==> src/verilog/parallel_line_io_unit_cfg.svh <==
// offsets, field positions, reset values and timing counts
`ifndef PARALLEL_LINE_IO_UNIT_CFG_SVH
`define PARALLEL_LINE_IO_UNIT_CFG_SVH

// register offsets within the selected block (low address digit)
`define OFS_CONTROL_STATUS 3'h0
`define OFS_OUTPUT_BUFFER  3'h2
`define OFS_INPUT_BUFFER   3'h4

// control/status field positions
`define CSR_CMD0_BIT  0
`define CSR_CMD1_BIT  1
`define CSR_ENB_B_BIT 5
`define CSR_ENB_A_BIT 6
`define CSR_REQ_A_BIT 7
`define CSR_REQ_B_BIT 15

// register block sits in the top 8K of the 16-bit space
`define IO_PAGE_BITS  3'h7

// vector offset of request B above request A
`define VEC_B_LOW     3'h4
`define VEC_A_LOW     3'h0

// reset values
`define OUTBUF_RST    16'h0000
`define CMD_RST       1'b0

// strobe timing, clock period and pulse widths in ns
`define CLK_PERIOD_NS 8
`define NDR_PULSE_NS  350
`define DT_PULSE_NS   1150
`define NDR_PULSE_CYC \
	((`NDR_PULSE_NS + `CLK_PERIOD_NS - 1) / `CLK_PERIOD_NS)
`define DT_PULSE_CYC \
	((`DT_PULSE_NS + `CLK_PERIOD_NS - 1) / `CLK_PERIOD_NS)

// synchroniser bundle width
`define PIN_W 25

`endif

==> src/verilog/parallel_line_io_pkg.sv <==
// types shared by the parallel line unit modules
`include "parallel_line_io_unit_cfg.svh"

package parallel_line_io_pkg;

	typedef enum logic [1:0] {
		ST_IDLE,
		ST_PULSE,
		ST_REPLY
	} bus_st_t;

	typedef struct packed {
		logic [`PIN_W-1:0] s1;
		logic [`PIN_W-1:0] s2;
		logic [`PIN_W-1:0] s3;
		logic [`PIN_W-1:0] clean;
	} sync_state_t;

	typedef struct packed {
		logic [7:0] cnt;
		logic       busy;
	} timer_state_t;

	typedef struct packed {
		bus_st_t     st;
		logic        sync_prev;
		logic        sel;
		logic [2:0]  ofs;
		logic        cmd0;
		logic        cmd1;
		logic        en_a;
		logic        en_b;
		logic [15:0] outbuf;
		logic [15:0] dal_out_n;
		logic        dal_oe;
		logic        reply_n;
		logic        irq_n;
		logic        iack_out_n;
		logic        new_data;
		logic        taken;
		logic        arm;
		logic        init_out;
	} core_state_t;

endpackage

==> src/verilog/pin_bundle_if.sv <==
// synchronised pin bundle between synchroniser and core
`timescale 1ns/1ps
`default_nettype none

interface pin_bundle_if;
	logic [15:0] dal;
	logic        sync;
	logic        din;
	logic        dout;
	logic        wtbt;
	logic        init;
	logic        iack;
	logic        req_a;
	logic        req_b;
	logic        maint;

	modport drv (
		output dal, sync, din, dout, wtbt, init, iack,
		output req_a, req_b, maint
	);
	modport core (
		input dal, sync, din, dout, wtbt, init, iack,
		input req_a, req_b, maint
	);
endinterface

`default_nettype wire

==> src/verilog/parallel_line_io_unit.sv <==
// parallel line unit: bus slave, output latch, input gate
`timescale 1ns/1ps
`default_nettype none
`include "parallel_line_io_unit_cfg.svh"

// Overview of operation
// - read mux: status, output, vector; input apart
// - status bits 7, 15 mirror requests
// - four writable bits: cmd0, cmd1, enables
// - command bits drive user output lines
// - input read gates live lines, no storage
// - input read sends data-taken pulse
// - output buffer: two byte latches
// - every output write sends new-data pulse
// - enabled request raises bus interrupt
// - acknowledge drives requesting source's vector
// - loopback returns output, commands drive requests
// - initialize clears state, copied to user
// - address bits 3-12 match straps
// - low digit 0/2/4 picks register
// - vector bits 3-7 from straps
// - unused status bits read zero
// - loopback initialize clears request bits
// - every strobe to offset 0, 2 or 4 gets a reply
// - output buffer reads back last write
module parallel_line_io_unit (
	input  wire logic        mclk,
	input  wire logic        nrst,
	input  wire logic [15:0] bus_addr_data_lines_n_i,
	output logic      [15:0] bus_addr_data_lines_n_o,
	output logic             bus_addr_data_lines_oe,
	input  wire logic        bus_sync_n,
	input  wire logic        bus_read_strobe_n,
	input  wire logic        bus_write_strobe_n,
	input  wire logic        bus_byte_n,
	input  wire logic        bus_init_n,
	input  wire logic        iack_chain_in_n,
	output logic             iack_chain_out_n,
	output logic             bus_reply_n,
	output logic             bus_irq_n,
	input  wire logic [9:0]  addr_strap_removed,
	input  wire logic [4:0]  vec_strap_removed,
	input  wire logic        loopback_mode,
	input  wire logic [15:0] user_in_lines,
	input  wire logic        user_req_a,
	input  wire logic        user_req_b,
	output logic      [15:0] user_out_lines,
	output logic             user_cmd_bit0,
	output logic             user_cmd_bit1,
	output logic             new_data_pulse,
	output logic             in_taken_pulse,
	output logic             user_init_a
);
	// --------------------------------------------------------
	// state and internal nets
	// --------------------------------------------------------
	parallel_line_io_pkg::core_state_t state_q;
	parallel_line_io_pkg::core_state_t state_d;
	logic [`PIN_W-1:0]                 raw_pins;
	logic                              req_a_eff;
	logic                              req_b_eff;
	logic                              pulse_start;
	logic [7:0]                        pulse_len;
	logic                              pulse_busy;

	pin_bundle_if pins_bus ();

	// --------------------------------------------------------
	// helpers
	// --------------------------------------------------------

	function automatic logic addr_match(
		input logic [15:0] addr,
		input logic [9:0]  straps
	);
		return (addr[15:13] == `IO_PAGE_BITS) && (addr[12:3] == straps);
	endfunction

	function automatic logic reg_hit(
		input logic [2:0] ofs,
		input logic [2:0] base
	);
		// byte address bit is not part of the register choice
		return ofs[2:1] == base[2:1];
	endfunction

	function automatic logic [15:0] csr_word(
		input logic cmd0,
		input logic cmd1,
		input logic en_a,
		input logic en_b,
		input logic req_a,
		input logic req_b
	);
		logic [15:0] w;
		w                 = 16'h0000;
		w[`CSR_CMD0_BIT]  = cmd0;
		w[`CSR_CMD1_BIT]  = cmd1;
		w[`CSR_ENB_B_BIT] = en_b;
		w[`CSR_ENB_A_BIT] = en_a;
		w[`CSR_REQ_A_BIT] = req_a;
		w[`CSR_REQ_B_BIT] = req_b;
		return w;
	endfunction

	function automatic logic [15:0] vector_word(
		input logic [4:0] straps,
		input logic       src_b
	);
		return {8'h00, straps, (src_b ? `VEC_B_LOW : `VEC_A_LOW)};
	endfunction

	// --------------------------------------------------------
	// pin synchroniser
	// --------------------------------------------------------
	// bus pins and requests synchronised
	// active-low pins are flipped here so that reset reads idle
	assign raw_pins = {
		loopback_mode,
		user_req_b,
		user_req_a,
		!iack_chain_in_n,
		!bus_init_n,
		!bus_byte_n,
		!bus_write_strobe_n,
		!bus_read_strobe_n,
		!bus_sync_n,
		~bus_addr_data_lines_n_i
	};

	pin_sync pin_sync_inst (
		.mclk (mclk),
		.nrst (nrst),
		.raw  (raw_pins),
		.pins (pins_bus.drv)
	);

	// --------------------------------------------------------
	// strobe pulse timer
	// --------------------------------------------------------
	// pulse widths counted
	strobe_timer strobe_timer_inst (
		.mclk  (mclk),
		.nrst  (nrst),
		.start (pulse_start),
		.len   (pulse_len),
		.busy  (pulse_busy)
	);

	// --------------------------------------------------------
	// request lines
	// --------------------------------------------------------
	always_comb begin
		if (pins_bus.maint) begin
			req_a_eff = state_q.cmd0;
			req_b_eff = state_q.cmd1;
		end else begin
			req_a_eff = pins_bus.req_a;
			req_b_eff = pins_bus.req_b;
		end
	end

	// --------------------------------------------------------
	// next state
	// --------------------------------------------------------
	always_comb begin
		state_d           = state_q;
		pulse_start       = 1'b0;
		pulse_len         = 8'h00;
		state_d.arm       = 1'b0;
		state_d.sync_prev = pins_bus.sync;
		state_d.init_out  = pins_bus.init;

		if (pins_bus.sync && !state_q.sync_prev) begin
			state_d.sel = addr_match(pins_bus.dal, addr_strap_removed) &&
				(pins_bus.dal[2:1] != 2'b11);
			state_d.ofs = pins_bus.dal[2:0];
		end else if (!pins_bus.sync) begin
			state_d.sel = 1'b0;
		end

		state_d.irq_n = !((req_a_eff && state_q.en_a) ||
			(req_b_eff && state_q.en_b));
		state_d.iack_out_n = !(pins_bus.iack && state_q.irq_n);

		case (state_q.st)
			parallel_line_io_pkg::ST_IDLE: begin
				if (pins_bus.din && pins_bus.iack && !state_q.irq_n) begin
					// requesting source's vector
					// request A wins when both are pending
					state_d.dal_out_n = ~vector_word(vec_strap_removed,
						!(req_a_eff && state_q.en_a));
					state_d.dal_oe    = 1'b1;
					state_d.reply_n   = 1'b0;
					state_d.st        = parallel_line_io_pkg::ST_REPLY;
				end else if (state_q.sel && pins_bus.din) begin
					state_d.dal_oe = 1'b1;
					if (reg_hit(state_q.ofs, `OFS_INPUT_BUFFER)) begin
						pulse_start   = 1'b1;
						pulse_len     = 8'(`DT_PULSE_CYC);
						state_d.taken = 1'b1;
						state_d.arm   = 1'b1;
						state_d.st    = parallel_line_io_pkg::ST_PULSE;
					end else begin
						if (reg_hit(state_q.ofs, `OFS_OUTPUT_BUFFER)) begin
							state_d.dal_out_n = ~state_q.outbuf;
						end else begin
							state_d.dal_out_n = ~csr_word(state_q.cmd0,
								state_q.cmd1, state_q.en_a, state_q.en_b,
								req_a_eff, req_b_eff);
						end
						state_d.reply_n = 1'b0;
						state_d.st      = parallel_line_io_pkg::ST_REPLY;
					end
				end else if (state_q.sel && pins_bus.dout) begin
					if (reg_hit(state_q.ofs, `OFS_OUTPUT_BUFFER)) begin
						if (!pins_bus.wtbt || !state_q.ofs[0]) begin
							state_d.outbuf[7:0] = pins_bus.dal[7:0];
						end
						if (!pins_bus.wtbt || state_q.ofs[0]) begin
							state_d.outbuf[15:8] = pins_bus.dal[15:8];
						end
						pulse_start      = 1'b1;
						pulse_len        = 8'(`NDR_PULSE_CYC);
						state_d.new_data = 1'b1;
						state_d.arm      = 1'b1;
						state_d.st       = parallel_line_io_pkg::ST_PULSE;
					end else begin
						// four writable status bits
						// all four sit in the low byte
						if (reg_hit(state_q.ofs, `OFS_CONTROL_STATUS) &&
							(!pins_bus.wtbt || !state_q.ofs[0])) begin
							state_d.cmd0 = pins_bus.dal[`CSR_CMD0_BIT];
							state_d.cmd1 = pins_bus.dal[`CSR_CMD1_BIT];
							state_d.en_b = pins_bus.dal[`CSR_ENB_B_BIT];
							state_d.en_a = pins_bus.dal[`CSR_ENB_A_BIT];
						end
						state_d.reply_n = 1'b0;
						state_d.st      = parallel_line_io_pkg::ST_REPLY;
					end
				end
			end
			parallel_line_io_pkg::ST_PULSE: begin
				if (state_q.taken) begin
					// live lines gated, unstored
					// the user holds them until the pulse ends, so
					// no synchroniser is spent on this path
					if (pins_bus.maint) begin
						state_d.dal_out_n = ~state_q.outbuf;
					end else begin
						state_d.dal_out_n = ~user_in_lines;
					end
				end
				if (!state_q.arm && !pulse_busy) begin
					state_d.new_data = 1'b0;
					state_d.taken    = 1'b0;
					state_d.reply_n  = 1'b0;
					state_d.st       = parallel_line_io_pkg::ST_REPLY;
				end
			end
			parallel_line_io_pkg::ST_REPLY: begin
				if (!pins_bus.din && !pins_bus.dout) begin
					state_d.reply_n   = 1'b1;
					state_d.dal_oe    = 1'b0;
					state_d.dal_out_n = 16'hFFFF;
					state_d.st        = parallel_line_io_pkg::ST_IDLE;
				end
			end
			default: begin
				state_d.st = parallel_line_io_pkg::ST_IDLE;
			end
		endcase

		// initialize clears state
		// loopback requests follow the cleared commands
		if (pins_bus.init) begin
			state_d.outbuf = `OUTBUF_RST;
			state_d.cmd0   = `CMD_RST;
			state_d.cmd1   = `CMD_RST;
			state_d.en_a   = `CMD_RST;
			state_d.en_b   = `CMD_RST;
			state_d.irq_n  = 1'b1;
		end
	end

	// --------------------------------------------------------
	// state register
	// --------------------------------------------------------
	always_ff @(posedge mclk or negedge nrst) begin
		if (!nrst) begin
			state_q            <= '0;
			state_q.dal_out_n  <= 16'hFFFF;
			state_q.reply_n    <= 1'b1;
			state_q.irq_n      <= 1'b1;
			state_q.iack_out_n <= 1'b1;
		end else begin
			state_q <= state_d;
		end
	end

	// --------------------------------------------------------
	// outputs, all straight from the state register
	// --------------------------------------------------------
	assign bus_addr_data_lines_n_o = state_q.dal_out_n;
	assign bus_addr_data_lines_oe  = state_q.dal_oe;
	assign bus_reply_n             = state_q.reply_n;
	assign bus_irq_n               = state_q.irq_n;
	assign iack_chain_out_n        = state_q.iack_out_n;
	assign user_out_lines          = state_q.outbuf;
	assign user_cmd_bit0           = state_q.cmd0;
	assign user_cmd_bit1           = state_q.cmd1;
	assign new_data_pulse          = state_q.new_data;
	assign in_taken_pulse          = state_q.taken;
	assign user_init_a             = state_q.init_out;
endmodule

`default_nettype wire

==> src/verilog/pin_sync.sv <==
// three-stage pin synchroniser with agreement filter
`timescale 1ns/1ps
`default_nettype none
`include "parallel_line_io_unit_cfg.svh"

module pin_sync (
	input  wire logic              mclk,
	input  wire logic              nrst,
	input  wire logic [`PIN_W-1:0] raw,
	pin_bundle_if.drv              pins
);
	parallel_line_io_pkg::sync_state_t q;
	parallel_line_io_pkg::sync_state_t d;

	// --------------------------------------------------------
	// filter
	// --------------------------------------------------------
	always_comb begin
		d    = q;
		d.s1 = raw;
		d.s2 = q.s1;
		d.s3 = q.s2;
		// a bit moves only once stages two and three agree
		for (int i = 0; i < `PIN_W; i++) begin
			if (q.s2[i] == q.s3[i]) begin
				d.clean[i] = q.s3[i];
			end
		end
	end

	always_ff @(posedge mclk or negedge nrst) begin
		if (!nrst) begin
			q <= '0;
		end else begin
			q <= d;
		end
	end

	assign pins.dal   = q.clean[15:0];
	assign pins.sync  = q.clean[16];
	assign pins.din   = q.clean[17];
	assign pins.dout  = q.clean[18];
	assign pins.wtbt  = q.clean[19];
	assign pins.init  = q.clean[20];
	assign pins.iack  = q.clean[21];
	assign pins.req_a = q.clean[22];
	assign pins.req_b = q.clean[23];
	assign pins.maint = q.clean[24];
endmodule

`default_nettype wire

==> src/verilog/strobe_timer.sv <==
// down-counter that times user strobe pulses
`timescale 1ns/1ps
`default_nettype none

module strobe_timer (
	input  wire logic       mclk,
	input  wire logic       nrst,
	input  wire logic       start,
	input  wire logic [7:0] len,
	output logic            busy
);
	parallel_line_io_pkg::timer_state_t q;
	parallel_line_io_pkg::timer_state_t d;

	always_comb begin
		d = q;
		if (start) begin
			d.busy = 1'b1;
			d.cnt  = len - 8'h01;
		end else if (q.busy) begin
			if (q.cnt == 8'h00) begin
				d.busy = 1'b0;
			end else begin
				d.cnt = q.cnt - 8'h01;
			end
		end
	end

	always_ff @(posedge mclk or negedge nrst) begin
		if (!nrst) begin
			q <= '0;
		end else begin
			q <= d;
		end
	end

	assign busy = q.busy;
endmodule

`default_nettype wire

==> config.mk <==
export PLATFORM = sky130hd
export DESIGN_NAME = parallel_line_io_unit
export DESIGN_NICKNAME = d
export VERILOG_FILES = /design/src/verilog/parallel_line_io_pkg.sv /design/src/verilog/pin_bundle_if.sv /design/src/verilog/parallel_line_io_unit.sv /design/src/verilog/pin_sync.sv /design/src/verilog/strobe_timer.sv
export VERILOG_INCLUDE_DIRS = /design/src /design/src/verilog
export SDC_FILE = /design/constraint.sdc
export NUM_CORES = 1
export LEC_CHECK = 0
export ABC_AREA = 1
export BUFFER_PORTS_ARGS = -buffer_cell sky130_fd_sc_hd__buf_2
export CELL_PAD_IN_SITES_DETAIL_PLACEMENT = 0
export CELL_PAD_IN_SITES_GLOBAL_PLACEMENT = 1
export CORE_ASPECT_RATIO = 0.9
export CORE_MARGIN = 2
export CORE_UTILIZATION = 45
export CTS_BUF_LIST = sky130_fd_sc_hd__clkbuf_4
export DETAILED_ROUTE_END_ITERATION = 16
export GPL_TIMING_DRIVEN = 0
export PLACE_DENSITY_LB_ADDON = 0.1
export SKIP_LAST_GASP = 1
export SYNTH_ARGS = -nofsm -noshare
export SYNTH_HDL_FRONTEND = slang
export SYNTH_HIERARCHICAL = 1
export SYNTH_SLANG_ARGS = --single-unit
==> constraint.sdc <==
create_clock -name mclk -period 2.5 [get_ports mclk]
set_input_delay 0.5 -clock mclk [delete_from_list [all_inputs] [get_ports mclk]]
set_output_delay 0.5 -clock mclk [all_outputs]
set_load 0.05 [all_outputs]
Yosys cells after proc, flatten, opt, wreduce, memory -nomap -nowiden
Index checks and enable logic that the tools add are counted.

word-level totals
  register bits after elaboration = 160
  latch bits = 0
  RAM bits = 0
  ROM bits = 0
  input bits = 58
  output and inout port bits = 41
  memories kept = 0

cells by class
  add/sub/neg operators = 2
  multiply operators = 0
  div/mod/pow operators = 0
  order comparisons = 0
  eq/ne operators = 51
  shift operators = 0
  mux-type cells = 65
  bitwise logic cells = 5
  reductions and logical operators = 55

operator list
  cell                                                                 count
  20-bit two-way mux                                                   5
  16-bit two-way mux                                                   5
  16-bit inverter                                                      4
  8-bit two-way mux                                                    7
  16-bit one-hot mux with 3 select lines                               1
  18-bit two-way mux                                                   2
  6-bit AND reduction                                                  5
  1-bit == test                                                        25
  2-bit inequality test (second input constant)                        12
  1-bit two-way mux                                                    23
  2-bit two-way mux                                                    9
  9-bit two-way mux                                                    2
  2-bit nonzero test                                                   9
  17-bit two-way mux                                                   1
  1-bit zero test                                                      16
  8-bit inverter with 16-bit output                                    1
  8-bit by 1-bit subtractor with 8-bit output (second input constant)  2
  1-bit logical AND                                                    13
  6-bit two-way mux                                                    2
  4-bit inequality test (second input constant)                        3
  10-bit == test                                                       1
  5-bit AND reduction                                                  2
  8-bit zero test                                                      1
  4-bit two-way mux                                                    2
  other kinds (15)                                                     25

Longest topological paths before layout
Gate-level depths: netlist of the first run.

  word-level depth = 10
  mapped depth = 14

By module
The synthesis of the first run kept the hierarchy.

modules (own cells, without submodules)
  module                 instances  cells an instance  area each (um^2)  seq. area each (um^2)
  parallel_line_io_unit  1          487                3377.0            1300.0
  pin_sync               1          216                3029.2            2502.4
  strobe_timer           1          123                768.2             225.2

Worst setup path before layout of the first run
No wires, ideal clock.

  kind = flip-flop to flip-flop
  start = register state_q[49] (netlist bit)
  end = register strobe_timer_inst/q[6] (netlist bit)
  setup time = 0.116 ns
  arrival time = 1.749 ns
  data required time = 2.384 ns
  path slack = 0.635 ns
  stages on the path, launching flop included = 15
  period minus slack after synthesis = 1.865 ns
  path through = dfrtp_1 > inv_1 > ha_1 > buf_4 > inv_1 > nor2_1 > nor2_1 > nand2_1 > inv_1 > nand2_1 > nand2_1 > nand3_1 > nand2_1 > nand2_1 > nand2_1

between the ends
  cells in the longest elaborated chain, start to end = 4
  elaborated cells between the ends (all ways) = 8

ends and longest elaborated chain
  what                                         line                          source
  from (decl)                                  parallel_line_io_unit.sv:57   parallel_line_io_pkg::core_state_t state_q;
  from (signal assigned)                       parallel_line_io_unit.sv:297  state_q <= state_d;
  2-bit zero test                              parallel_line_io_unit.sv:186  case (state_q.st)
  8-bit two-way mux                            parallel_line_io_unit.sv:186
  via pulse_len[2]                             parallel_line_io_unit.sv:63   logic [7:0] pulse_len;
  8-bit by 1-bit subtractor with 8-bit output  strobe_timer.sv:19            d.cnt = len - 8'h01;
  9-bit two-way mux                            strobe_timer.sv:17            if (start) begin
  to (signal assigned)                         strobe_timer.sv:31            q <= '0;
  to (signal assigned)                         strobe_timer.sv:33            q <= d;
  to (decl)                                    strobe_timer.sv:12            parallel_line_io_pkg::timer_state_t q;

The timed path passes the listed nets, and every way through them passes these cells.
A chain may end at the register's enable or synchronous reset.

Final worst setup path of the first run
Ends and elaborated chain as after synthesis.

==> results.md, run 1 <==
Floorplan:
- The I/O pin count is 99.
- The floorplan die height is 124 µm.
- The total core area is 0.0155 mm².
- The die covers 0.0170 mm².
- The initialized floorplan defines 43 standard-cell rows.
- Measured along the x axis, the die boundary spans 137 µm.
- The initial cell density of the core is around 46%.

Detailed routing:
- Dividing the detail-routed wire length by the instance count gives ~14 µm.
- The detailed-route wire length on metal 1 is 7600 µm.
- The number of DRC violations after detailed-routing iteration 0 is roughly 360.
- The routed design uses 789 µm of met3 wire.
- After detailed routing, the met2 layer carries roughly 7400 µm of wire.
- The detail route stage leaves a number of antenna-violating nets equal to 0.
- The vias after detailed routing is 5,583.
- The per-cell via count in the routed design is about 4.7.
- The final wirelength is about 16,000 µm.
- The number of detailed-routing iterations run before antenna repair is 5.
- The top routing layer in use is met4.
- For this run, design rule violations remaining after detail routing come to 0.

Cells and area:
- Cells with a size suffix above 1 make up roughly a quarter of the layout.
- The number of cells in the finished layout apart from fillers is 1,178.
- Compared with the post-synthesis result, the final layout area differs by 16.8%.
- The number of nets in the finished design is 1,027.
- The top cell types in the final layout, fill and taps aside, are sky130_fd_sc_hd__nand2_1 (233), sky130_fd_sc_hd__dfrtp_1 (141), sky130_fd_sc_hd__buf_2 (108), sky130_fd_sc_hd__inv_1 (95), sky130_fd_sc_hd__nor2_1 (72).
- The final cell area excluding filler cells is ~0.0084 mm².
- The count of antenna diodes in the layout is 0.
- The library cell used most frequently in the layout, excluding fill and tap cells, is sky130_fd_sc_hd__nand2_1.

Global route:
- The overall routing resource usage is 20.0%.
- The total congestion overflow after global routing is 0.
- Entering global routing, the biggest net connects 97 pins.
- The via count of the first global-routing pass is between 5,000 and 6,000.
- The first-pass GRT wire length is around 26,000 µm.
- The number of antenna violations at the first check in global routing was 0.

Setup path:
- In this run the critical register-to-register path is captured at strobe_timer_inst/q[6].
- For this run, the slowest stage of the critical path takes ~440 ps.
- The largest fanout on the critical path is 11.
- The arrival time of data at the critical path endpoint is between 2000 and 3000 ps.
- For this design, the slowest cell found on the critical path is sky130_fd_sc_hd__dfrtp_1.
- The length in cells of the worst reg-to-reg path is 14.
- The kind of critical path is reg2reg.
- The launching element of the worst setup path is state_q[49].
- The worst register-to-register path begins at state_q[49].
- The required time of the critical path is ~3000 ps.
- The flop-to-flop setup slack is about 430 ps.
- The most prevalent standard cell on the critical path is sky130_fd_sc_hd__nand2_1.
- The critical path ends at strobe_timer_inst/q[6].
- Traced cell by cell, the critical path runs through inv_1 > ha_1 > buf_4 > inv_1 > nor2_2 > nor2_1 > nand2_1 > inv_1 > nand2_1 > nand2_1 > nand3_1 > nand2_1 > nand2_1 > nand2_1.
- The kind of launch point of the worst setup path is a flop.
- The worst setup path is captured at a flop.

STA:
- The transition time of the tightest slew-check pin is around 600 ps.
- The final hold violation count is 0.
- Setup violations remaining at the end of the flow were counted as 0.
- The setup slack of the critical path after layout is 433 ps.
- The period utilization is 82.7%.
- On the final layout, the worst hold slack is 49.6 ps.
- Setup repair after global routing left no endpoint under its margin.
- Between clock sinks in the finished design, the worst skew comes to between 10 and 15 ps.
- The final critical-path required period is 2070 ps.
- The max-slew violation total from the final report came to 0.
- The remaining max-slew budget at the tightest pin is 60.2%.
- The highest clock frequency the design can meet is 484 MHz.

Place:
- The number of cells in the design after placement is ~1,100.
- Routability-driven placement finished with a final weighted congestion of 0.855.
- Detailed placement finished with a half-perimeter wire length of 11,900 µm.
- The setup slack after placement is 265 ps.
- Summing all placed instances gives a cell area of 0.00797 mm².
- Buffers placed on the I/O ports in this run total slightly below 100.

Pwr:
- The reported leakage power is 4.37 nW.
- The worst IR drop on VDD is 0.721 mV.
- The post-route total power is 8.58 mW.
- The power per cell area is 1020 mW/mm².

Job:
- The number of max-capacitance violations reported is 0.

Outcome:
- The flow ran to the end, and the final reports show no timing, DRC or antenna violations.

Clock network:
- The total clock sinks is 160.
- The insertion delay of the later-clocked pin in the worst-skew pair is ~570 ps.
- The total number of H-tree levels is 4.
- The number of buffers between clock root and the deepest sink is 2.
- In this run the post-CTS setup repair buffer count came out at 0.
- Counting the buffers created by CTS gives 17.
- The clock transition time at the flip-flop clock pins of the worst setup and hold paths is 140 ps.
- The clock tree from TritonCTS is yes.
- The root buffer cell is sky130_fd_sc_hd__clkbuf_4.

Synthesis:
- The sequential area share after synthesis is a little under three fifths.
- The Yosys warning count is 6.
- The average instance area after synthesis is 8.69 µm².
- The proportion of synthesized flip-flops having asynchronous set or reset is between 90% and 100%.
- In this run the biggest area consumer among cell types represents 49.2% of the synthesized area.
- The gate count of the mapped netlist is between 800 and 900.
- Of all cell types, the one taking the most synthesized area is sky130_fd_sc_hd__dfrtp_1.
- In this run, synthesis inferred 0 flip-flops with an integrated enable.
- The synthesized design contains 160 register bits.
- In this run the cell area of the synthesized design comes to 0.00717 mm².
- The distinct cell type count after synthesis is 36.
- By area the synthesized netlist is led by sky130_fd_sc_hd__dfrtp_1 (49%), sky130_fd_sc_hd__nand2_1 (12%), sky130_fd_sc_hd__dfstp_2 (7.0%), sky130_fd_sc_hd__buf_4 (5.3%), sky130_fd_sc_hd__inv_1 (5.0%).
- The flip-flop cell with the highest count after synthesis is sky130_fd_sc_hd__dfrtp_1.

Hold path:
- The type of the most critical hold path is in2reg.
## cells by family after synthesis
family / share of synthesized area [%]
AND/OR/NAND/NOR: 21.6
buffers and inverters: 11.8
flip-flops: 56.1
AO/OA/AOI/OAI: 8.44
XOR/XNOR: 0.855
adder cells (fa/ha/maj): 1.05
other: 0.0523
## timing repair
action | 4_1_cts | 5_1_grt
hold buffers | 6 | 7
gates resized for setup | 0 | 1
endpoints found under the setup margin | 0 | 2
endpoints found under the hold margin | 52 | 7
## area by class of cell
cell class / count / area, µm²
well taps: 202 / 253
plain buffers: 68 / 477
clock buffers: 17 / 128
fillers: 1474 / 7110
inverters: 99 / 372
repair buffers: 112 / 654
multi-input cells: 505 / 2320
clock inverters: 15 / 146
flip-flops and latches: 160 / 4030
## metal layers
layer	global-route usage (%)	up-vias
met2	31.8	134
met5	0	-
li1	-	2806
met1	27.9	2630
met3	4.60	13
met4	5.15	0
## worst min path at each step
stage          slack, ps                      to  depth (start not counted)                   startpoint
6_report              50     pin_sync_inst/d[64]                          2  bus_addr_data_lines_n_i[14]
2_1_floorplan        200  bus_addr_data_lines_oe                          0                         nrst
3_5_place_dp         330     pin_sync_inst/d[48]                          0          pin_sync_inst/d[73]
4_1_cts                3     pin_sync_inst/d[62]                          2  bus_addr_data_lines_n_i[12]
3_3_place_gp         330     pin_sync_inst/d[36]                          0          pin_sync_inst/d[61]
5_1_grt              0.3     pin_sync_inst/d[62]                          2  bus_addr_data_lines_n_i[12]
## registers in the layout, indices dropped and copies added, names as in the netlist, 8 cells and up
name	flops
pin_sync_inst/d	50
pin_sync_inst/q	25
bus_addr_data_lines_n_o	16
pin_sync_inst/pins.dal	16
user_out_lines	16
state_q	10
strobe_timer_inst/q	8
## cells in the mapped netlist, types with 2 or more instances
cell                       count
sky130_fd_sc_hd__nand2_2       3
sky130_fd_sc_hd__a21oi_1      34
sky130_fd_sc_hd__nor2_1       73
sky130_fd_sc_hd__clkbuf_1      3
sky130_fd_sc_hd__o21ai_0      35
sky130_fd_sc_hd__o21ai_2       4
sky130_fd_sc_hd__xnor2_1       3
sky130_fd_sc_hd__buf_6         2
sky130_fd_sc_hd__buf_2        11
sky130_fd_sc_hd__nand2_1     233
sky130_fd_sc_hd__nor2_2        4
sky130_fd_sc_hd__dfstp_2      19
sky130_fd_sc_hd__buf_4        51
sky130_fd_sc_hd__nand3_1      51
sky130_fd_sc_hd__xor2_1        4
sky130_fd_sc_hd__nand4_1       5
sky130_fd_sc_hd__ha_1          6
sky130_fd_sc_hd__o211ai_1      6
sky130_fd_sc_hd__inv_1        95
sky130_fd_sc_hd__o21ai_1      23
sky130_fd_sc_hd__inv_2         4
sky130_fd_sc_hd__o22ai_1       2
sky130_fd_sc_hd__o21bai_1      2
sky130_fd_sc_hd__dfrtp_1     141
## metrics by stage
stage | TNS, ps | utilization [%]
floorplan | 0 | -
global placement | -197360 | 51.2
detailed placement | 0 | 51.5
CTS | 0 | 53.6
global route | 0 | 54.1
finish | 0 | 54.1
## power breakdown
group	switching, mW	internal (mW)	total [mW]
Sequential	0.332	3.11	3.44
Clock	0.997	0.520	1.52
Combinational	2.42	1.20	3.62
## worst max-delay path: cells and delay by family (launching register included)
kind	cells	cell delay [ps]
AND/OR/NAND/NOR	9	950
flip-flops	1	440
buffers and inverters	4	430
adder cells (fa/ha/maj)	1	150
(Power assumes the default switching activity.)
==> inputs of run 2 (changes only) <==
--- a/config.mk
+++ b/config.mk
@@ -12,7 +12,7 @@
 export CELL_PAD_IN_SITES_GLOBAL_PLACEMENT = 1
 export CORE_ASPECT_RATIO = 0.9
 export CORE_MARGIN = 2
-export CORE_UTILIZATION = 45
+export CORE_UTILIZATION = 41
 export CTS_BUF_LIST = sky130_fd_sc_hd__clkbuf_4
 export DETAILED_ROUTE_END_ITERATION = 16
 export GPL_TIMING_DRIVEN = 0
==> constraint.sdc (replaced) <==
create_clock -name mclk -period 1.89 [get_ports mclk]
set_input_delay 0.378 -clock mclk [delete_from_list [all_inputs] [get_ports mclk]]
set_output_delay 0.378 -clock mclk [all_outputs]
set_load 0.05 [all_outputs]
==> run 2 against run 1 <==
Net effect:
- first-iteration DRC count grew 28%
- highest routed layer unchanged
- final cell count grew 5.1%
- largest cell class unchanged
- critical path type is now reg2out
- sequential cell count is the same
- global-route usage shrank 1.6 points
- wire length grew 1.9%
==> results.md, run 2 (same netlist as run 1, synthesis figures left out) <==
Setup path:
- The arrival time of data at the critical path endpoint is 1440 ps (-1100 ps).
- The flop-to-flop setup slack was 100 ps (-330 ps).
- The length in cells of the worst reg-to-reg path is 11 (-3).
- The worst setup path is launched from a flop.
- In this run the critical register-to-register path is captured at bus_addr_data_lines_n_o[12].
- The kind of critical path is reg2out.
- The largest fanout on the critical path was 4 (-7).
- The worst setup path is captured at an output pin.
- The critical path goes through buf_4 > buf_2.
- The required time of the critical path came to 1510 ps (-1460 ps).
- The startpoint identified for the worst register-to-register timing path is state_q[50].
- The launching element of the worst setup path is user_out_lines[11].
- The slowest stage of the critical path is the sky130_fd_sc_hd__dfrtp_1 cell.
- The endpoint of the most critical setup path is user_out_lines[11].
- The delay of the slowest critical-path stage is 500 ps (+60 ps).

Detailed routing:
- The detailed-route wire length on metal 1 was 7870 µm (+3.6%).
- The vias after detailed routing is 5,581 (-0.036%).
- The number of detailed-routing iterations run before antenna repair came to 7 (+2).
- The residual antenna-violating net count after detailed routing is 0 (unchanged).
- The routed wire length per instance is 13.1 µm (-3.0%).
- The DRC violations left is 0 (unchanged).
- The detailed router used layers up to and including met4.
- The number of DRC violations after detailed-routing iteration 0 is 459 (+28%).
- The final wirelength is 16,300 µm (+1.9%).
- The routed length on met2 is 7380 µm (-0.43%).
- The wire length on met3 is 900 µm (+14%).
- The per-cell via count in the routed design is 4.51 (-4.9%).

Pwr:
- The sequential power share was 39.0% (-1.1 points).
- The net switching power was 5.11 mW (+36%).
- The cell-internal power is 6.59 mW (+37%).
- The switching part of the total power is 43.7% (-0.090 points).
- The combinational cell fraction of total power is 44.9% (+2.7 points).
- The worst IR drop on VDD came to 0.492 mV (-32%).
- The reported leakage power came to 4.50 nW (+3.1%).
- The part of the total power dissipated in the clock network is 16.1% (-1.6 points).
- The power per cell area was 1330 mW/mm² (+30%).

Cells and area:
- The multi-input logic area is 0.00242 mm² (+4.1%).
- The number of flip-flops under the largest register name came to 50 (unchanged).
- Relative to the synthesized area, the layout overhead comes to 22.3%.
- The library cells used most frequently in the layout, excluding fill and tap cells, are sky130_fd_sc_hd__nand2_1 (231), sky130_fd_sc_hd__dfrtp_1 (138), sky130_fd_sc_hd__buf_2 (100), sky130_fd_sc_hd__inv_1 (91), sky130_fd_sc_hd__nor2_1 (67).
- The share of cells above drive strength 1 is 27.1% (+2.8 points).
- The layout filler cell count is 1,667 (+13%).
- The register cell area after layout is 0.00403 mm² (about the same).
- The number of cells in the finished layout apart from fillers is 1,238 (+5.1%).
- The core occupancy in the finished layout is 51.6% (-2.5 points).
- Leaving out fill and tap cells, the most frequent cell in the layout is sky130_fd_sc_hd__nand2_1.
- The final cell area excluding filler cells is 0.00877 mm² (+4.7%).
- The number of nets in the finished design came to 1,053 (+2.5%).

STA:
- The setup TNS is 0 ps (unchanged).
- The period utilization is 96.3%.
- The clock skew is 31.3 ps (+16.7 ps).
- The setup-violating endpoint count in the final report is 0 (unchanged).
- Setup repair after global routing left no endpoint under its margin.
- The transition time of the tightest slew-check pin came to 570 ps (-27.5 ps).
- The final hold violation count is 0 (unchanged).
- The highest clock frequency the design can meet is 550 MHz.
- The remaining max-slew budget at the tightest pin was 62.0% (+1.8 points).
- The final critical-path required period is 1820 ps.
- The max-slew violation total from the final report is 0 (unchanged).

Clock network:
- The clock tree from TritonCTS is yes.
- The total number of H-tree levels is 4 (unchanged).
- The clock transition time at the flip-flop clock pins of the worst setup and hold paths is 160 ps (+20 ps).
- The root buffer cell is sky130_fd_sc_hd__clkbuf_4.
- The insertion delay of the later-clocked pin in the worst-skew pair is 560 ps (about the same).
- The number of buffers between clock root and the deepest sink is 2 (unchanged).
- The clock buffer count from CTS is 17 (unchanged).
- The total clock sinks is 160 (unchanged).

Place:
- The count of port buffers added during placement is 98 (unchanged).
- The number of cells in the design after placement is 1,166 (+2.9%).
- The final RePlAce weighted congestion is 0.814 (-4.7%).
- The post-detailed-placement cell area came to 0.00802 mm² (+0.52%).
- The HPWL after detailed placement was 12,000 µm (+0.38%).

Floorplan:
- The total core area is 0.0170 mm² (+9.7%).
- The cell row count is 45 (+4.7%).
- The die footprint was 0.0186 mm² (+9.5%).
- The I/O pin count came to 99 (unchanged).
- The initial cell density of the core is 42.2% (-4.1 points).
- The floorplan die height is 129 µm (+4.6%).
- The horizontal extent of the die is 143 µm (+4.6%).

Global route:
- The number of antenna violations at the first check in global routing is 1 (+1).
- The first-pass GRT wire length is 26,400 µm (+2.1%).
- The overall routing resource usage is 18.4% (-1.6 points).
- The pin count of the biggest net entering global routing is 100 (+3.1%).
- The via count of the first global-routing pass is 5,331 (+1.8%).
- The total congestion overflow after global routing was 0 (unchanged).

Hold path:
- The path class of the tightest hold or removal check is in2reg.

Outcome:
- The flow ran to the end, and the final reports show no timing, DRC or antenna violations.

Job:
- The number of max-capacitance violations reported came to 0 (unchanged).
==> run 2: cell count changes in the layout (fill, tap and decap cells not counted), sizes merged <==
cell	change
diode	+1
nor2	+1
clkinvlp	-1
clkbuf	+6
dlygate4sd3	+13
inv	-1
buf	+6
clkinv	+3
bufinv	-1
==> run 2: worst min-delay path by stage <==
stage	startpoint	to	slack (ps)	cells after the start
floorplan	nrst	bus_addr_data_lines_oe	80	0
global placement	pin_sync_inst/d[62]	pin_sync_inst/d[37]	330	0
detailed placement	pin_sync_inst/d[52]	pin_sync_inst/d[27]	330	0
CTS	vec_strap_removed[2]	bus_addr_data_lines_n_o[5]	90	4
global route	vec_strap_removed[2]	bus_addr_data_lines_n_o[5]	110	4
finish	user_in_lines[0]	bus_addr_data_lines_n_o[0]	120	6
==> run 2: metrics by stage <==
| stage | hold WS, ps | power, mW | setup WS, ps |
|---|---|---|---|
| global route | 114 | 12.5 | 0.915 |
| global placement | 332 | 9.31 | -1840 |
| CTS | 89.9 | 11.4 | 5.15 |
| floorplan | 82.4 | 8.18 | 24.6 |
| detailed placement | 335 | 9.41 | -352 |
| finish | 125 | 11.7 | 70.3 |
==> run 2: power by group through the flow <==
stage	registers, mW	logic (mW)	clock network (mW)
final	4.56	5.26	1.88
after global routing	4.63	5.77	2.12
after CTS	4.56	4.89	1.97
after detailed placement	4.63	4.78	0
after global placement	4.61	4.70	0
after floorplan	4.60	3.58	0
==> run 2: routing by layer <==
metal / global-route usage [%] / vias to the layer above
li1: - / 2862
met3: 4.40 / 8
met1: 26.2 / 2595
met2: 29.1 / 116
met5: 0 / -
met4: 3.52 / 0
==> run 2: cell type report <==
cell class | instances | share of cell area (%)
Antenna cell | 1 | 0.0285
Inverter | 99 | 4.28
Timing Repair Buffer | 138 | 10.3
Multi-Input combinational cell | 506 | 27.6
Sequential cell | 160 | 45.9
Tap cell | 235 | 3.35
Clock inverter | 15 | 1.43
Clock buffer | 17 | 1.45
Buffer | 67 | 5.65
==> run 2: timing repair <==
item / in CTS / in global routing
endpoints found under the setup margin: 17 / 36
endpoints found under the hold margin: 70 / 0
hold buffers: 26 / 0
gates cloned: 0 / 1
pin swaps: 1 / 4
setup buffers: 4 / 9
resized for setup: 6 / 38
==> run 2: worst max-delay path, delay by kind of cell (launching register included) <==
family                 cells  cell delay [ps]
buffers and inverters      2              400
DFF                        1              500
==> inputs of run 3 (changes only) <==
--- a/config.mk
+++ b/config.mk
@@ -8,15 +8,13 @@
 export LEC_CHECK = 0
 export ABC_AREA = 1
 export BUFFER_PORTS_ARGS = -buffer_cell sky130_fd_sc_hd__buf_2
-export CELL_PAD_IN_SITES_DETAIL_PLACEMENT = 0
-export CELL_PAD_IN_SITES_GLOBAL_PLACEMENT = 1
 export CORE_ASPECT_RATIO = 0.9
 export CORE_MARGIN = 2
-export CORE_UTILIZATION = 41
+export CORE_UTILIZATION = 54
 export CTS_BUF_LIST = sky130_fd_sc_hd__clkbuf_4
 export DETAILED_ROUTE_END_ITERATION = 16
 export GPL_TIMING_DRIVEN = 0
-export PLACE_DENSITY_LB_ADDON = 0.1
+export PLACE_DENSITY = 0.79
 export SKIP_LAST_GASP = 1
 export SYNTH_ARGS = -nofsm -noshare
 export SYNTH_HDL_FRONTEND = slang
==> run 3 against run 2 <==
Net effect:
- first-iteration DRC count up 1.5%
- design area is 1.4% lower
- wire length shrank 5.8%
- utilization increased by 16 points
- clock-buffer cell count unchanged
- final cell count is 6.1% lower
- critical endpoint is now bus_irq_n
==> results.md, run 3 (same netlist as run 1, synthesis figures left out) <==
Cells and area:
- The number of nets in the finished design is 1,048 (-0.47%).
- The core occupancy in the finished layout is 67.4% (+16 points).
- The final cell area excluding filler cells came to 0.00866 mm² (-1.4%).
- The commonest non-fill, non-tap cell in the layout is sky130_fd_sc_hd__nand2_1.
- The multi-input logic area was 0.00240 mm² (-0.83%).
- The register cell area after layout came to 0.00403 mm² (about the same).
- The growth of design area from synthesis to finish is 20.6%.
- The share of cells above drive strength 1 is 26.7% (-0.47 points).
- The layout filler cell count is 1,012 (-39%).
- Leaving out fill and tap cells, the most frequent cells in the layout are sky130_fd_sc_hd__nand2_1 (231), sky130_fd_sc_hd__dfrtp_1 (137), sky130_fd_sc_hd__buf_2 (100), sky130_fd_sc_hd__inv_1 (94), sky130_fd_sc_hd__nor2_1 (64).
- The number of flip-flops under the largest register name is 50 (unchanged).

STA:
- The setup-violating endpoint count in the final report is 0 (unchanged).
- The highest clock frequency the design can meet is 552 MHz (+0.41%).
- The final hold violation count is 0 (unchanged).
- The remaining max-slew budget at the tightest pin is 64.2% (+2.2 points).
- The clock skew is 19.0 ps (-12.2 ps).
- The transition time of the tightest slew-check pin was 537 ps (-33.4 ps).
- Setup repair after global routing could not meet its margin everywhere.
- The max-slew violation total from the final report is 0 (unchanged).
- The final critical-path required period is 1810 ps (-7.44 ps).
- The period utilization is 95.9% (-0.39 points).

Floorplan:
- The die footprint came to 0.0142 mm² (-23%).
- The floorplan die height is 113 µm (-12%).
- The initial cell density of the core came to 55.9% (+14 points).
- The cell row count is 39 (-13%).
- The horizontal extent of the die is 126 µm (-13%).
- The total core area is 0.0128 mm² (-25%).
- The I/O pin count is 99 (unchanged).

Clock network:
- The total clock sinks came to 160 (unchanged).
- In this run the clock root is driven by a sky130_fd_sc_hd__clkbuf_4.
- The clock transition time at the flip-flop clock pins of the worst setup and hold paths is 140 ps (-20 ps).
- The clock buffer count from CTS came to 17 (unchanged).
- The number of buffers between clock root and the deepest sink is 2 (unchanged).
- The total number of H-tree levels is 4 (unchanged).
- The clock tree from TritonCTS is yes.
- The insertion delay of the later-clocked pin in the worst-skew pair came to 560 ps (about the same).

Place:
- The post-detailed-placement cell area was 0.00793 mm² (-1.1%).
- The final RePlAce weighted congestion is 0.887 (+8.9%).
- The HPWL after detailed placement was 10,700 µm (-10%).
- The count of port buffers added during placement is 98 (unchanged).

Detailed routing:
- The residual antenna-violating net count after detailed routing came to 0 (unchanged).
- The number of DRC violations after detailed-routing iteration 0 came to 466 (+1.5%).
- The DRC violations left was 0 (unchanged).
- The vias after detailed routing is 5,684 (+1.8%).
- The routed wire length per instance was 13.2 µm (+0.36%).
- The per-cell via count in the routed design is 4.89 (+8.5%).
- The number of detailed-routing iterations run before antenna repair is 6 (-1).
- The final wirelength was 15,300 µm (-5.8%).

Setup path:
- The startpoint identified for the worst register-to-register timing path is state_q[49].
- The launching element of the worst setup path is bus_irq_n.
- Walking the worst path, the cells encountered are buf_2.
- The worst setup path is launched from a flop.
- The flop-to-flop setup slack is 80 ps (-20 ps).
- STA classifies the critical path endpoint as an output pin.
- The largest fanout on the critical path is 4 (unchanged).
- The required time of the critical path is 1510 ps (about the same).
- The kind of critical path is reg2out.
- Grouping stages by cell kind, the critical path spends the most delay in flip-flops.
- The buffers plus inverters on the worst setup path is 1 (-1).
- The endpoint of the lowest-slack register-to-register path is strobe_timer_inst/q[8].
- The arrival time of data at the critical path endpoint is 1430 ps (about the same).
- The length in cells of the worst reg-to-reg path is 14 (+3).
- The slowest library cell on the worst path is sky130_fd_sc_hd__dfstp_2.
- The delay of the slowest critical-path stage is 600 ps (+100 ps).

Hold path:
- The type of the most critical hold path is in2reg.
- The startpoint identified for the worst hold timing path is vec_strap_removed[2].
- The worst hold endpoint is bus_addr_data_lines_n_o[5].
- The hold path depth is 4 (-2).

Pwr:
- The reported leakage power was 4.49 nW (-0.15%).
- The worst IR drop on VDD is 0.680 mV (+38%).
- The power per cell area was 1330 mW/mm² (about the same).
- The post-route total power came to 11.5 mW (-1.3%).

Outcome:
- The flow ran to the end, and the final reports show no timing, DRC or antenna violations.

Global route:
- The number of antenna violations at the first check in global routing is 1 (unchanged).
- The via count of the first global-routing pass was 5,492 (+3.0%).
- The first-pass GRT wire length is 25,300 µm (-4.4%).
- The overall routing resource usage came to 22.5% (+4.1 points).
- The total congestion overflow after global routing is 0 (unchanged).
- The pin count of the biggest net entering global routing came to 104 (+4.0%).

Job:
- The number of max-capacitance violations reported is 0 (unchanged).
run 3: cell types whose count changed in the layout (fill, tap and decap cells not counted), sizes merged:
cell	before	now
clkinvlp	3	1
nor2	79	78
inv	105	106
bufinv	0	1
buf	169	165
run 3: timing repair:
action,CTS,global route
setup endpoints to repair,13,33
pin swaps,1,3
gates resized for setup,6,35
endpoints found under the hold margin,65,0
setup buffers,1,8
hold buffers,26,0
run 3: through the flow:
| step | hold slack (ps) | setup WS [ps] | setup TNS (ps) | cells |
|---|---|---|---|---|
| finish | 80.7 | 77.8 | 0 | 1162 |
| global route | 44.4 | -49.7 | -156 | 1162 |
| CTS | 35.1 | -2.97 | -2.97 | 1154 |
| detailed placement | 335 | -280 | -1320 | 1095 |
| global placement | 332 | -1850 | -279010 | 1094 |
| floorplan | 82.4 | 24.6 | 0 | 832 |
run 3: final cells by class:
| type | count | share of cell area (%) |
|---|---|---|
| diodes | 1 | 0.0289 |
| plain buffers | 67 | 5.54 |
| clock buffers | 17 | 1.47 |
| clock inverters | 15 | 1.72 |
| inverters | 99 | 4.34 |
| multi-input cells | 505 | 27.7 |
| flip-flops and latches | 160 | 46.6 |
| well taps | 164 | 2.37 |
| repair buffers | 134 | 10.2 |
run 3: how the worst max path moves through the flow:
| stage | slack, ps | endpoint | depth (start not counted) |
|---|---|---|---|
| final | 80 | bus_irq_n | 1 |
| after global routing | -50 | strobe_timer_inst/q[6] | 14 |
| after CTS | -3 | strobe_timer_inst/q[8] | 13 |
| after detailed placement | -280 | strobe_timer_inst/q[6] | 14 |
| after global placement | -1850 | pin_sync_inst/d[66] | 1 |
| after floorplan | 20 | strobe_timer_inst/q[6] | 14 |
run 3: per-layer routing:
layer | GRT usage, % | vias to the layer above | part of all wire [%]
met1 | 30.1 | 2637 | 45
met2 | 36.2 | 177 | 47
li1 | - | 2853 | -
met3 | 5.20 | 17 | 6.2
met5 | 0 | - | 0
met4 | 8.44 | 0 | 1.5
run 3: power by group:
group | leakage, nW | switching [mW] | internal [mW]
sequential | 1.86 | 0.433 | 4.11
combinational | 2.47 | 3.24 | 1.76
clock | 0.157 | 1.30 | 0.699
total | 4.49 | 4.98 | 6.57
